$ cat config.mk
export PLATFORM = sky130hd
export DESIGN_NAME = sib_branch
export DESIGN_NICKNAME = d
export VERILOG_FILES = /design/src/sib_pkg.sv /design/src/sib_sync.sv /design/src/sib_stack.sv /design/src/sib_branch.sv
export SDC_FILE = /design/constraint.sdc
export NUM_CORES = 2
export LEC_CHECK = 0
export BUFFER_PORTS_ARGS = -buffer_cell sky130_fd_sc_hd__clkbuf_2
export CELL_PAD_IN_SITES_DETAIL_PLACEMENT = 1
export CELL_PAD_IN_SITES_GLOBAL_PLACEMENT = 2
export CORE_MARGIN = 4
export CORE_UTILIZATION = 45
export CTS_CLUSTER_DIAMETER = 80
export DETAILED_ROUTE_END_ITERATION = 8
export GPL_TIMING_DRIVEN = 0
export PLACE_DENSITY_LB_ADDON = 0.1
export REMOVE_ABC_BUFFERS = 1
export SLEW_MARGIN = 10
export SYNTH_ARGS = -nofsm -noshare
export SYNTH_HDL_FRONTEND = slang
export SYNTH_HIERARCHICAL = 1
export SYNTH_SLANG_ARGS = --single-unit
$ cat constraint.sdc
create_clock -name clk -period 16.2 [get_ports clk]
set_clock_uncertainty 0.15 [all_clocks]
set_input_delay 1.62 -clock clk [delete_from_list [all_inputs] [get_ports clk]]
set_output_delay 1.62 -clock clk [all_outputs]
set_load 0.01 [all_outputs]
$ cat src/sib_pkg.sv
package sib_pkg;
	// ---------------------------------------------------------------
	// register map (byte addresses)
	// ---------------------------------------------------------------
	localparam logic [7:0] REG_MODE = 8'h00;
	localparam logic [7:0] REG_LATCH = 8'h04;
	localparam logic [7:0] REG_LATCH_EXT = 8'h08;
	localparam logic [7:0] REG_MASK = 8'h0C;
	localparam logic [7:0] REG_MASK_EXT = 8'h10;
	localparam logic [7:0] REG_MASKP = 8'h14;
	localparam logic [7:0] REG_MASKP_EXT = 8'h18;
	localparam logic [7:0] REG_ARITH_STATUS_X = 8'h1C;
	localparam logic [7:0] REG_ARITH_STATUS_Y = 8'h20;
	localparam logic [7:0] REG_EDGE = 8'h24;
	localparam logic [7:0] REG_STATUS = 8'h28;
	// ---------------------------------------------------------------
	// fields and interrupt positions
	// ---------------------------------------------------------------
	localparam int NUM_IRQ = 42;
	localparam int LOW_W = 32;
	localparam int EXT_W = 10;
	localparam int MODE_W = 16;
	localparam int MODE_NEST_BIT = 11;
	localparam int MODE_IRQEN_BIT = 12;
	localparam logic [15:0] MODE_RESET = 16'h0000;
	localparam int IRQ_RESET = 0;
	localparam int IRQ_EMU = 1;
	localparam int IRQ_TIMER = 4;
	localparam int IRQ_EXT_TOP = 10;
	localparam int IRQ_BOOT_BASE = 20;
	localparam logic [41:0] NON_MASKABLE = 42'h000_0000_0003;
	localparam logic [41:0] STATUS_PUSH = 42'h000_0000_0710;
	localparam logic [41:0] MASK_RESET = 42'h3FF_FFFF_FFFC;
	localparam logic [2:0] EDGE_RESET = 3'h0;
	// ---------------------------------------------------------------
	// timing in core clock cycles, vector spacing and states
	// ---------------------------------------------------------------
	localparam logic [2:0] BRANCH_CYCLES = 3'h4;
	localparam logic [1:0] BOOT_SETTLE = 2'h3;
	localparam int VEC_SPACING_LOG2 = 2;
	typedef enum logic [1:0] {S_RUN, S_HOLD, S_BRANCH, S_FIRST} sib_state_t;
endpackage : sib_pkg

$ cat src/sib_sync.sv
`timescale 1ns/1ns
module sib_sync #(
	parameter int WIDTH = 5
) (
	input wire logic clk,
	input wire logic rst,
	input wire logic [WIDTH-1:0] din,
	output logic [WIDTH-1:0] dout
);
	typedef struct packed {
		logic [WIDTH-1:0] s1;
		logic [WIDTH-1:0] s2;
	} sib_sync_st_t;
	sib_sync_st_t q;
	sib_sync_st_t next_q;

	// first stage feeds only the second stage
	always_comb
	begin
		next_q.s1 = din;
		next_q.s2 = q.s1;
	end

	always_ff @(posedge clk or posedge rst)
	begin
		if (rst)
			q <= '0;
		else
			q <= next_q;
	end

	assign dout = q.s2;
endmodule : sib_sync

$ cat src/sib_stack.sv
`timescale 1ns/1ns
module sib_stack #(
	parameter int WIDTH = 24,
	parameter int DEPTH = 8
) (
	input wire logic clk,
	input wire logic rst,
	input wire logic push,
	input wire logic pop,
	input wire logic [WIDTH-1:0] din,
	output logic [WIDTH-1:0] top,
	output logic empty,
	output logic full
);
	localparam int PW = $clog2(DEPTH + 1);
	if (DEPTH < 2) begin : g_chk
		$error("stack depth below two");
	end
	typedef struct packed {
		logic [PW-1:0] ptr;
		logic [WIDTH-1:0] top;
	} sib_stk_st_t;
	sib_stk_st_t q;
	sib_stk_st_t next_q;
	logic [WIDTH-1:0] mem [DEPTH];

	// top is kept in a register so readers never see the array directly
	always_comb
	begin
		next_q = q;
		if (push && !full)
		begin
			next_q.ptr = q.ptr + PW'(1);
			next_q.top = din;
		end
		else if (pop && !empty)
		begin
			next_q.ptr = q.ptr - PW'(1);
			next_q.top = (q.ptr >= PW'(2)) ? mem[q.ptr - PW'(2)] : '0;
		end
	end

	always_ff @(posedge clk or posedge rst)
	begin
		if (rst)
			q <= '0;
		else
			q <= next_q;
	end

	always_ff @(posedge clk)
	begin
		if (push && !full)
			mem[q.ptr] <= din;
	end

	assign top = q.top;
	assign empty = (q.ptr == '0);
	assign full = (q.ptr == PW'(DEPTH));
endmodule : sib_stack

$ cat src/sib_branch.sv
// Chosen here: the register addresses and the APB interface to the registers.
`timescale 1ns/1ns
// Behaviour
// - global enable gates all maskable servicing
// - three maskable external inputs, edge or level
// - pin requests synchronised, then set in latch
// - respond when running, unmasked, enabled, highest
// - call vector, four locations apart, priority order
// - drive vector, push return address
// - push status for pins and timer only
// - clear serviced latch bit on entry
// - mask pointer shows nesting, masks accordingly
// - return resumes at stacked address, pops
// - return pops status only if pushed
// - return clears completed mask pointer bit
// - masked requests stay latched; reset, emulator unmaskable
// - reset masks all but reset, emulator; boot unmasked once pins settle
// - two sync cycles, latch cycle, four branch cycles
// - internal vector fetch lasts four clocks
// - abort address stage onward, push its address
// - one instruction completes, four aborted
// - delayed branch: wait slots, push target
// - pin requests have five cycle latency
// - nested entry waits one handler instruction
// - program memory stall: push following address
// - lower bit index means higher priority
// - active handler latch bit cleared every cycle
module sib_branch #(
	parameter int ADDR_W = 24,
	parameter int PC_DEPTH = 30,
	parameter int STAT_DEPTH = 15,
	parameter logic [ADDR_W-1:0] VEC_BASE = '0
) (
	input wire logic clk,
	input wire logic rst,
	input wire logic psel,
	input wire logic penable,
	input wire logic pwrite,
	input wire logic [7:0] paddr,
	input wire logic [31:0] pwdata,
	output logic [31:0] prdata,
	output logic pready,
	output logic pslverr,
	input wire logic [2:0] ext_irq_inputs,
	input wire logic [1:0] boot_config_pins,
	input wire logic [41:0] int_irq_req,
	input wire logic core_run,
	input wire logic db_slot,
	input wire logic pm_stall,
	input wire logic rti_exec,
	input wire logic [ADDR_W-1:0] cur_pc,
	input wire logic [ADDR_W-1:0] db_target,
	input wire logic [ADDR_W-1:0] next_pc,
	output logic vec_fetch,
	output logic [ADDR_W-1:0] vec_addr,
	output logic pipe_abort,
	output logic resume_fetch,
	output logic [ADDR_W-1:0] resume_addr
);
	localparam int SW = 3 * sib_pkg::MODE_W;
	if (ADDR_W < 8 || ADDR_W > 32) begin : g_chk
		$error("address width out of range");
	end

	typedef struct packed {
		logic [41:0] latch, mask, maskp;
		logic [15:0] mode, astx, asty;
		logic [2:0] edge_sel, ext_prev;
		logic [1:0] boot_wait;
		sib_pkg::sib_state_t st;
		logic hold_db;
		logic [2:0] cnt;
		logic [5:0] cur;
		logic vec_fetch;
		logic [ADDR_W-1:0] vec_addr;
		logic pipe_abort, resume_fetch;
		logic [ADDR_W-1:0] resume_addr;
		logic [31:0] prdata;
		logic pready, pslverr;
	} sib_st_t;
	sib_st_t q;
	sib_st_t next_q;

	// ---------------------------------------------------------------
	// pin synchronisers and stacks
	// ---------------------------------------------------------------
	logic [4:0] pins_s;
	logic [41:0] ev, elig, blk;
	logic [6:0] pick, top_act;
	logic [5:0] sel;
	logic [ADDR_W-1:0] ret, pc_top;
	logic go, pc_push, pc_pop, st_push, st_pop, pc_empty, st_empty, wr_go;
	logic [SW-1:0] st_top;
	logic [32:0] rd;

	// sync and latch stages set pin latency
	sib_sync #(.WIDTH(5)) u_sync (
		.clk(clk), .rst(rst), .din({boot_config_pins, ext_irq_inputs}), .dout(pins_s)
	);

	sib_stack #(.WIDTH(ADDR_W), .DEPTH(PC_DEPTH)) u_pc_stack (
		.clk(clk), .rst(rst), .push(pc_push), .pop(pc_pop),
		.din(ret), .top(pc_top), .empty(pc_empty), .full()
	);

	sib_stack #(.WIDTH(SW), .DEPTH(STAT_DEPTH)) u_stat_stack (
		.clk(clk), .rst(rst), .push(st_push), .pop(st_pop),
		.din({q.mode, q.astx, q.asty}), .top(st_top), .empty(st_empty), .full()
	);

	// ---------------------------------------------------------------
	// helpers
	// ---------------------------------------------------------------
	// lowest index wins
	function automatic logic [6:0] first_set(input logic [41:0] v);
		logic [6:0] r;
		r = '0;
		for (int i = sib_pkg::NUM_IRQ - 1; i >= 0; i--)
		begin
			if (v[i])
				r = {1'b1, 6'(i)};
		end
		return r;
	endfunction : first_set

	function automatic logic [32:0] read_reg(input logic [7:0] a, input sib_st_t s,
		input logic pe, input logic se);
		logic [32:0] r;
		r = {1'b1, 32'h0000_0000};
		unique case (a)
			sib_pkg::REG_MODE: r[15:0] = s.mode;
			sib_pkg::REG_LATCH: r[31:0] = s.latch[31:0];
			sib_pkg::REG_LATCH_EXT: r[9:0] = s.latch[41:32];
			sib_pkg::REG_MASK: r[31:0] = s.mask[31:0];
			sib_pkg::REG_MASK_EXT: r[9:0] = s.mask[41:32];
			sib_pkg::REG_MASKP: r[31:0] = s.maskp[31:0];
			sib_pkg::REG_MASKP_EXT: r[9:0] = s.maskp[41:32];
			sib_pkg::REG_ARITH_STATUS_X: r[15:0] = s.astx;
			sib_pkg::REG_ARITH_STATUS_Y: r[15:0] = s.asty;
			sib_pkg::REG_EDGE: r[2:0] = s.edge_sel;
			sib_pkg::REG_STATUS: r[3:0] = {se, pe, s.st};
			default: r[32] = 1'b0;
		endcase
		return r;
	endfunction : read_reg

	assign wr_go = psel && penable && pwrite && q.pready;
	assign rd = read_reg(paddr, q, pc_empty, st_empty);

	// ---------------------------------------------------------------
	// request sources and eligibility
	// ---------------------------------------------------------------
	always_comb
	begin
		ev = int_irq_req;
		for (int i = 0; i < 3; i++)
		begin
			// pin request to its latch bit
			ev[sib_pkg::IRQ_EXT_TOP - i] = q.edge_sel[i] ? (pins_s[i] && !q.ext_prev[i]) : pins_s[i];
		end
		top_act = first_set(q.maskp);
		for (int b = 0; b < sib_pkg::NUM_IRQ; b++)
		begin
			// nesting decides how much is blocked
			blk[b] = top_act[6] && (!q.mode[sib_pkg::MODE_NEST_BIT] || 6'(b) >= top_act[5:0]);
			elig[b] = q.latch[b] && (sib_pkg::NON_MASKABLE[b]
				|| (q.mode[sib_pkg::MODE_IRQEN_BIT] && !q.mask[b] && !blk[b]));
		end
		pick = first_set(elig);
	end

	// ---------------------------------------------------------------
	// sequencer, register file and state update
	// ---------------------------------------------------------------
	always_comb
	begin
		next_q = q;
		next_q.pipe_abort = 1'b0;
		next_q.resume_fetch = 1'b0;
		next_q.pready = 1'b0;
		next_q.pslverr = 1'b0;
		next_q.ext_prev = pins_s[2:0];
		go = 1'b0;
		sel = q.cur;
		ret = cur_pc;
		pc_push = 1'b0;
		pc_pop = 1'b0;
		st_push = 1'b0;
		st_pop = 1'b0;
		// zero wait slave: answer in the first access cycle
		if (psel && !penable)
		begin
			next_q.pready = 1'b1;
			next_q.prdata = rd[31:0];
			next_q.pslverr = !rd[32];
		end
		if (wr_go)
		begin
			unique case (paddr)
				sib_pkg::REG_MODE: next_q.mode = pwdata[15:0];
				sib_pkg::REG_LATCH: next_q.latch[31:0] = pwdata;
				sib_pkg::REG_LATCH_EXT: next_q.latch[41:32] = pwdata[9:0];
				sib_pkg::REG_MASK: next_q.mask[31:0] = pwdata;
				sib_pkg::REG_MASK_EXT: next_q.mask[41:32] = pwdata[9:0];
				sib_pkg::REG_ARITH_STATUS_X: next_q.astx = pwdata[15:0];
				sib_pkg::REG_ARITH_STATUS_Y: next_q.asty = pwdata[15:0];
				sib_pkg::REG_EDGE: next_q.edge_sel = pwdata[2:0];
				default: next_q.prdata = q.prdata;
			endcase
		end
		// boot source unmasked once pins settle
		if (q.boot_wait != sib_pkg::BOOT_SETTLE)
		begin
			next_q.boot_wait = q.boot_wait + 2'h1;
			if (q.boot_wait == sib_pkg::BOOT_SETTLE - 2'h1)
				next_q.mask[sib_pkg::IRQ_BOOT_BASE + int'(pins_s[4:3])] = 1'b0;
		end
		unique case (q.st)
			sib_pkg::S_RUN:
			begin
				if (pick[6] && core_run)
				begin
					next_q.cur = pick[5:0];
					if (db_slot || pm_stall)
					begin
						next_q.st = sib_pkg::S_HOLD;
						next_q.hold_db = db_slot;
					end
					else
					begin
						go = 1'b1;
						sel = pick[5:0];
						ret = cur_pc;
					end
				end
				else if (rti_exec && top_act[6] && !pc_empty)
				begin
					// resume at stacked address and pop
					next_q.resume_fetch = 1'b1;
					next_q.resume_addr = pc_top;
					pc_pop = 1'b1;
					next_q.maskp[top_act[5:0]] = 1'b0;
					// restore status only if it was saved
					if (sib_pkg::STATUS_PUSH[top_act[5:0]] && !st_empty)
					begin
						st_pop = 1'b1;
						{next_q.mode, next_q.astx, next_q.asty} = st_top;
					end
				end
			end
			sib_pkg::S_HOLD:
			begin
				if (!q.hold_db)
				begin
					go = 1'b1;
					ret = next_pc;
				end
				else if (!db_slot)
				begin
					go = 1'b1;
					ret = db_target;
				end
			end
			sib_pkg::S_BRANCH:
			begin
				next_q.cnt = q.cnt - 3'h1;
				if (q.cnt == 3'h1)
				begin
					next_q.vec_fetch = 1'b0;
					next_q.st = sib_pkg::S_FIRST;
				end
			end
			sib_pkg::S_FIRST:
			begin
				// first handler instruction runs before nesting
				next_q.st = sib_pkg::S_RUN;
			end
		endcase
		if (go)
		begin
			pc_push = 1'b1;
			// status saved for pins and timer
			st_push = sib_pkg::STATUS_PUSH[sel];
			next_q.maskp[sel] = 1'b1;
			next_q.vec_fetch = 1'b1;
			next_q.vec_addr = VEC_BASE + ADDR_W'({sel, 2'b00});
			// pipeline squashed behind one completed instruction
			next_q.pipe_abort = 1'b1;
			// one vector fetch per clock from internal memory
			next_q.cnt = sib_pkg::BRANCH_CYCLES;
			next_q.st = sib_pkg::S_BRANCH;
		end
		// active handler bits kept clear; this clear beats new events
		next_q.latch = (next_q.latch | ev) & ~next_q.maskp;
		next_q.mask = next_q.mask & ~sib_pkg::NON_MASKABLE;
	end

	always_ff @(posedge clk or posedge rst)
	begin
		if (rst)
		begin
			q <= '0;
			q.mask <= sib_pkg::MASK_RESET;
			q.mode <= sib_pkg::MODE_RESET;
			q.edge_sel <= sib_pkg::EDGE_RESET;
			q.st <= sib_pkg::S_RUN;
		end
		else
			q <= next_q;
	end

	assign prdata = q.prdata;
	assign pready = q.pready;
	assign pslverr = q.pslverr;
	assign vec_fetch = q.vec_fetch;
	assign vec_addr = q.vec_addr;
	assign pipe_abort = q.pipe_abort;
	assign resume_fetch = q.resume_fetch;
	assign resume_addr = q.resume_addr;
endmodule : sib_branch

After elaboration in Yosys (flattened, before gate mapping)

Memories as Yosys holds them, arrays and structs flattened.
Index checks and enable logic that the tools add are counted.
W data, S select, Z words.

$add $sub $neg: 9
Order comparisons: 48
Equality and inequality tests: 22
Mux-type cells: 164
Bitwise operators: 9
Reduce and logical (&&, ||, !) cells: 326

Operators with widths:

| operator             | count |
|---|---|
| $mux W7              | 84 |
| $mux W90             | 3 |
| $logic_and A1 B1 Y1  | 178 |
| $mux W32             | 4 |
| $and A42 B42 Y42     | 3 |
| $mux W42             | 3 |
| $not A42 Y42         | 3 |
| $mux W52             | 2 |
| $ge A5 B6 Y1 const A | 16 |
| $mux W24             | 4 |
| $mux W48             | 2 |
| $logic_not A1 Y1     | 90 |
| $mux W84             | 1 |
| $or A42 B42 Y42      | 2 |
| $mux W25             | 3 |
| $ge A6 B6 Y1 const A | 10 |
| $mux W29             | 2 |
| $pmux W6 S9          | 1 |
| $mux W51             | 1 |
| $ge A4 B6 Y1 const A | 8 |
| $mux W16             | 3 |
| $pmux W16 S3         | 1 |
| $logic_or A1 B1 Y1   | 41 |
| $pmux W6 S6          | 1 |
| other kinds (50)     | 112 |

Register bits: 350
Bits in writable memories: 1440
Bits in read-only memories: 128
Input port bits: 168
Output and inout port bits: 85
Logic and storage cells: 609
Memories kept: 4

Memory list:

| memory           | depth | width | rd ports | clocked after memory_dff | wr ports | RTL line          | text |
|---|---|---|---|---|---|---|---|
| u_pc_stack.mem   | 30    | 24    | 1        | 0                        | 1        | sib_stack.sv:25   | `logic [WIDTH-1:0] mem [DEPTH];` |
| u_stat_stack.mem | 15    | 48    | 1        | 0                        | 1        | sib_stack.sv:25   |  |
| (name not given) | 64    | 1     | 1        | 0                        | 0        | sib_branch.sv:283 | `st_push = sib_pkg::STATUS_PUSH[sel];` |
| (name not given) | 64    | 1     | 1        | 0                        | 0        | sib_branch.sv:244 | `if (sib_pkg::STATUS_PUSH[top_act[5:0]] && !st_empty)` |

Logic depth before layout (Yosys ltp)

Word-level depth: 101
Depth in mapped cells: 27

Hierarchy

Netlist, hierarchy kept.

By module, submodules not included:

| module                    | times used | cells an instance | area an instance (sq um) | seq. area each (sq um) |
|---|---|---|---|---|
| sib_stack at u_stat_stack | 1          | 1527              | 30294.1                  | 22922.0 |
| sib_stack at u_pc_stack   | 1          | 1527              | 29463.3                  | 22346.4 |
| sib_branch                | 1          | 1866              | 16538.4                  | 6531.3 |
| sib_sync                  | 1          | 11                | 254.0                    | 250.2 |

Worst setup path after synthesis

Ideal clock, no wire load.

Path type: register to register
Start point: register q[172] (netlist bit)
End point: memory u_stat_stack/mem[0][0] (netlist bit), enable pin
Arrival time: 9.437 ns
Data required time: 15.477 ns
Path slack: 6.040 ns
Stages on the path, launching flop included: 19
Path buffers: 2
Cell sequence: dfrtp_1 or4_1 nor4_4 nand2_1 or3_4 nor4_4 a2bb2oi_2 o32ai_1 or4b_4 nor4_4 a21oi_2 or3_1 buf_2 o22ai_2 a22o_1 buf_2 nor2b_1 inv_2 nor4_1

Cells in the longest elaborated chain, start to end: 77
Elaborated cells on any way between the ends: 314
Those cells by class: order compare: 40; mux: 71; reduce/logical: 202; memory: 1

RTL lines:

| element                         | RTL line          | text |
|---|---|---|
| start: declaration              | sib_branch.sv:81  | `sib_st_t q;` |
| start signal: assignment        | sib_branch.sv:309 | `q <= next_q;` |
| $mux W7 * (20 in series)        | sib_branch.sv:120 | `if (v[i])` |
| $ge A6 B6 Y1                    | sib_branch.sv:165 | `blk[b] = top_act[6] && (!q.mode[sib_pkg::MODE_NEST_BIT] \|\| 6'(b) >= top_act[5:0]);` |
| $logic_or A1 B1 Y1              | sib_branch.sv:165 |  |
| $logic_and A1 B1 Y1             | sib_branch.sv:165 |  |
| $logic_not A1 Y1                | sib_branch.sv:167 | `\|\| (q.mode[sib_pkg::MODE_IRQEN_BIT] && !q.mask[b] && !blk[b]));` |
| $logic_and A1 B1 Y1             | sib_branch.sv:167 |  |
| $logic_and A1 B1 Y1             | sib_branch.sv:166 | `elig[b] = q.latch[b] && (sib_pkg::NON_MASKABLE[b]` |
| $mux W7 (39 in series)          | sib_branch.sv:120 |  |
| (+5 left out)                   | n/a               |  |
| $mux W6                         | sib_branch.sv:218 | `unique case (q.st)` |
| $mem_v2 Z64 W1                  | n/a               |  |
| $mux W1 (not written as such)   | sib_branch.sv:283 |  |
| $mux W1 *                       | sib_branch.sv:279 | `if (go)` |
| named net st_push               | sib_branch.sv:92  | `logic go, pc_push, pc_pop, st_push, st_pop, pc_empty, st_empty, wr_go;` |
| $logic_and A1 B1 Y1 *           | sib_stack.sv:53   | `if (push && !full)` |
| $mux W1 *                       | sib_stack.sv:53   |  |
| $mux W1 (not written as such) * | sib_stack.sv:54   | `mem[q.ptr] <= din;` |
| end: declaration                | sib_stack.sv:25   |  |

Mark *: on every way through the listed nets, which the timed path passes. The rest lies on a longest branch. The select of a mux whose other input is x is not followed.

Final worst setup path

Start point: register q[188] (netlist bit)
End point: memory u_stat_stack/mem[0][13] (netlist bit), enable pin

Cells in the longest elaborated chain, start to end: 93
Elaborated cells on any way between the ends: 330
Those cells by class: order compare: 40; mux: 87; reduce/logical: 202; memory: 1

RTL lines:

| element                         | RTL line |
|---|---|
| $mux W7 * (36 in series)        | sib_branch.sv:120 |
| $ge A6 B6 Y1                    | sib_branch.sv:165 |
| $logic_or A1 B1 Y1              | sib_branch.sv:165 |
| $logic_and A1 B1 Y1             | sib_branch.sv:165 |
| $logic_not A1 Y1                | sib_branch.sv:167 |
| $logic_and A1 B1 Y1             | sib_branch.sv:167 |
| $logic_and A1 B1 Y1             | sib_branch.sv:166 |
| $mux W7 (39 in series)          | sib_branch.sv:120 |
| (+5 left out)                   | n/a |
| $mux W6                         | sib_branch.sv:218 |
| $mem_v2 Z64 W1                  | n/a |
| $mux W1 (not written as such)   | sib_branch.sv:283 |
| $mux W1 *                       | sib_branch.sv:279 |
| named net st_push               | sib_branch.sv:92 |
| $logic_and A1 B1 Y1 *           | sib_stack.sv:53 |
| $mux W1 *                       | sib_stack.sv:53 |
| $mux W1 (not written as such) * | sib_stack.sv:54 |

Marked as above.

==> out/qor.txt <==
Num CTS Buffers = 186
largest net degree at the start of global routing = 103
DR WL/cell = 33.15 um
CP startpoint kind = register
count leader, synth = edfxtp_1
vias in the first global route = 49,160
crit path DAT = 10.35 ns
clock root cell = clkbuf_16
Final ANT Viol Nets = 0
Hold Vio Cnt, Final = 0
Rows = 151
Setup CP Type = register to register
via count = 47,210
# IOs = 253
Pre-antenna DRT Iters = 8
sequential-to-total area share from yosys stat = 67.99%
Synth Warn # = 6
Post-Route WL = 248.9 mm
final period utilization = 61.60%
ys flop type = edfxtp_1
top cells by count, synth = 1,440 x edfxtp_1, 354 x nor2_1, 310 x dfrtp_1
WP data required = 16.57 ns
synthesized flop and latch total = 1,790
status = complete, no violations
Cell Area, Synth = 76,550 sq um
Setup Fix Bufs, Post-CTS = 0
clock sinks = 1,790
final net count = 5,305
die height = 420.4 um
Total GRT Usage = 28.36%
Synth area leaders = edfxtp_1 56%, dfrtp_1 10%, mux4_2 8.1%, mux2i_1 2.7%, buf_4 1.8%
core area = 169,300 sq um
fmax = 0.1002 GHz
TNS Setup = 0 ns
fin crit period = 9.979 ns
Gate Count Post-Synth = 4,931
Die Wd = 420.4 um
area of the die = 176,800 sq um
async set-reset flop share out of synthesis = 19.55%
Worst-path clk slew = 0.07 ns
fillcell total = 15,840
worst-path fanout max = 16
global-route wire length before repair = 359.3 mm
routability cong. = 0.9296
Setup violations, final = 0
Hold-fix buffers, CTS = 0
worst slew pin tran = 1.342 ns
Synth cell types = 111
RSZ-0062 raised after global routing = false
vias per cell = 6.286
drt first-iter violations = 4,477
starting density of the core = 45.22%
Synth top area share = 56.49%
Layout Cells excl Fill = 7,509
Synth Area per Inst = 15.52 sq um
post-placement cell count = 7,154
Leak Pwr = 32.25 nW
CTS tree = built
share of layout cells above drive strength 1 = 24.47%
Slew headroom = 10.22%
Post-synth EDFFs = 1,440
max-cap violations = 0
Max clock buf depth = 3
DPL Wire Length = 168.9 mm
PwrDens = 144.3 nW/um^2
Fin Hold WS = 0.1998 ns
Max Transition Viols Final = 0
Worst setup EP type = register
PortBufs = 231
Synth area leader = edfxtp_1
clk_lat worst skew = 0.84 ns
grt ovf = 0
number of H-tree levels = 4
VDD IR-drop max = 0.0001323 V
synthesis-to-finish area growth = 15.54%
Hold WC Path Type = register to register
antenna violations before repair = 13
post-CTS sizing = 0
DRC = 0
metal layers:
layer / global-route usage, % / vias up / wire length (um)
met4: 8.899 / 2 / 8220
met5: 0 / - / 12
met3: 4.298 / 377 / 14610
met1: 38.82 / 25360 / 104300
li1: - / 19820 / -
met2: 47.04 / 1650 / 121800
final timing paths:
path                             startpoint                 endpoint  slack, ns  cells past startpoint
max reg2reg                          q[188]  u_stat_stack/mem[0][13]       6.22                     19
min reg2reg                u_sync/next_q[0]           u_sync/dout[0]       0.20                      0
min                        u_sync/next_q[0]           u_sync/dout[0]       0.20                      0
min in group asynchronous               rst       u_pc_stack/top[22]       0.94                      2
max                                  q[188]  u_stat_stack/mem[0][13]       6.22                     19
max in group asynchronous               rst                   q[176]      13.09                      4
logic make-up after synthesis:
logic type | Yosys count | synth area share, %
other | 1 | 0.004899
buffers and inverters | 482 | 3.663
AND/OR/NAND/NOR | 1076 | 6.829
XOR/XNOR | 10 | 0.1242
flip-flops | 1790 | 67.99
AO/OA/AOI/OAI | 999 | 9.220
adder cells (fa/ha/maj) | 13 | 0.2321
multiplexers | 560 | 11.93
cell usage in the layout, fill, tap and decap left out, drive strengths merged, types with 28 or more instances in the layout:
| master | instances |
|---|---|
| dfstp | 40 |
| and3 | 33 |
| nand3 | 75 |
| dfrtp | 310 |
| mux4 | 274 |
| inv | 57 |
| nor2 | 356 |
| clkinv | 63 |
| and2 | 39 |
| o41ai | 28 |
| o21ai | 174 |
| or3 | 44 |
| o22ai | 56 |
| clkbuf | 486 |
| mux2 | 80 |
| mux2i | 206 |
| edfxtp | 1440 |
| o221ai | 44 |
| nand2 | 275 |
| a222oi | 33 |
| a211oi | 92 |
| a21oi | 238 |
| nor3 | 66 |
| a22oi | 92 |
| nand2b | 38 |
| buf | 192 |
flip-flops by register name, summed over array words and instances, names as in the netlist:
| register | flops |
|---|---|
| u_stat_stack/mem | 720 |
| resume_addr | 24 |
| u_sync/next_q | 5 |
| resume_fetch | 1 |
| u_pc_stack/q | 5 |
| prdata | 32 |
| pready | 1 |
| u_pc_stack/top | 24 |
| vec_addr | 6 |
| vec_fetch | 1 |
| u_stat_stack/top | 48 |
| u_pc_stack/mem | 720 |
| pslverr | 1 |
| u_stat_stack/q | 4 |
| u_sync/dout | 5 |
| pipe_abort | 1 |
| q | 190 |
| elig | 2 |
stage by stage:
stage	area, sq um	power, W	setup WS, ns	utilization, %
detailed placement	82310	0.008567	6.500	48.63
CTS	88430	0.01287	6.436	52.24
finish	88440	0.01276	6.221	52.25
global route	88430	0.01328	5.891	52.24
floorplan	73990	0.007364	2.380	-
global placement	77920	0.008655	-9.489	46.03
worst max-delay path, stage by stage, from the launching register on:
cell	delay, ns
dfrtp_1	0.49
nor4_1	0.98
a211oi_1	0.21
o21ai_1	0.57
nand2_1	0.66
a21oi_1	0.83
o21a_1	0.28
a2bb2o_1	0.37
nor3b_1	0.23
nor3_1	0.11
a21oi_1	0.83
o31a_1	0.91
a22o_1	0.70
nor2b_4	0.80
inv_2	0.20
nor4_2	0.44
buf_4	0.29
buf_4	0.21
buf_6	0.16
buf_4	0.17
power by group:
group	switching, W	internal [W]	total [W]
sequential	0.000177	0.00527	0.00545
combinational	0.00190	0.00112	0.00302
clock	0.00183	0.00247	0.00430
area by class of cell:
class | instances | area [sq um] | share of cell area [%]
sequential | 1790 | 52070 | 58.88
multi-input combinational | 2676 | 22540 | 25.48
clock buffer | 255 | 5105 | 5.772
timing repair buffer | 423 | 4748 | 5.369
tap | 2218 | 2775 | 3.138
clock inverter | 97 | 1011 | 1.143
inverter | 47 | 188.9 | 0.2136
antenna | 3 | 7.507 | 0.008488
Note: power is estimated with default switching activity, not from simulation.
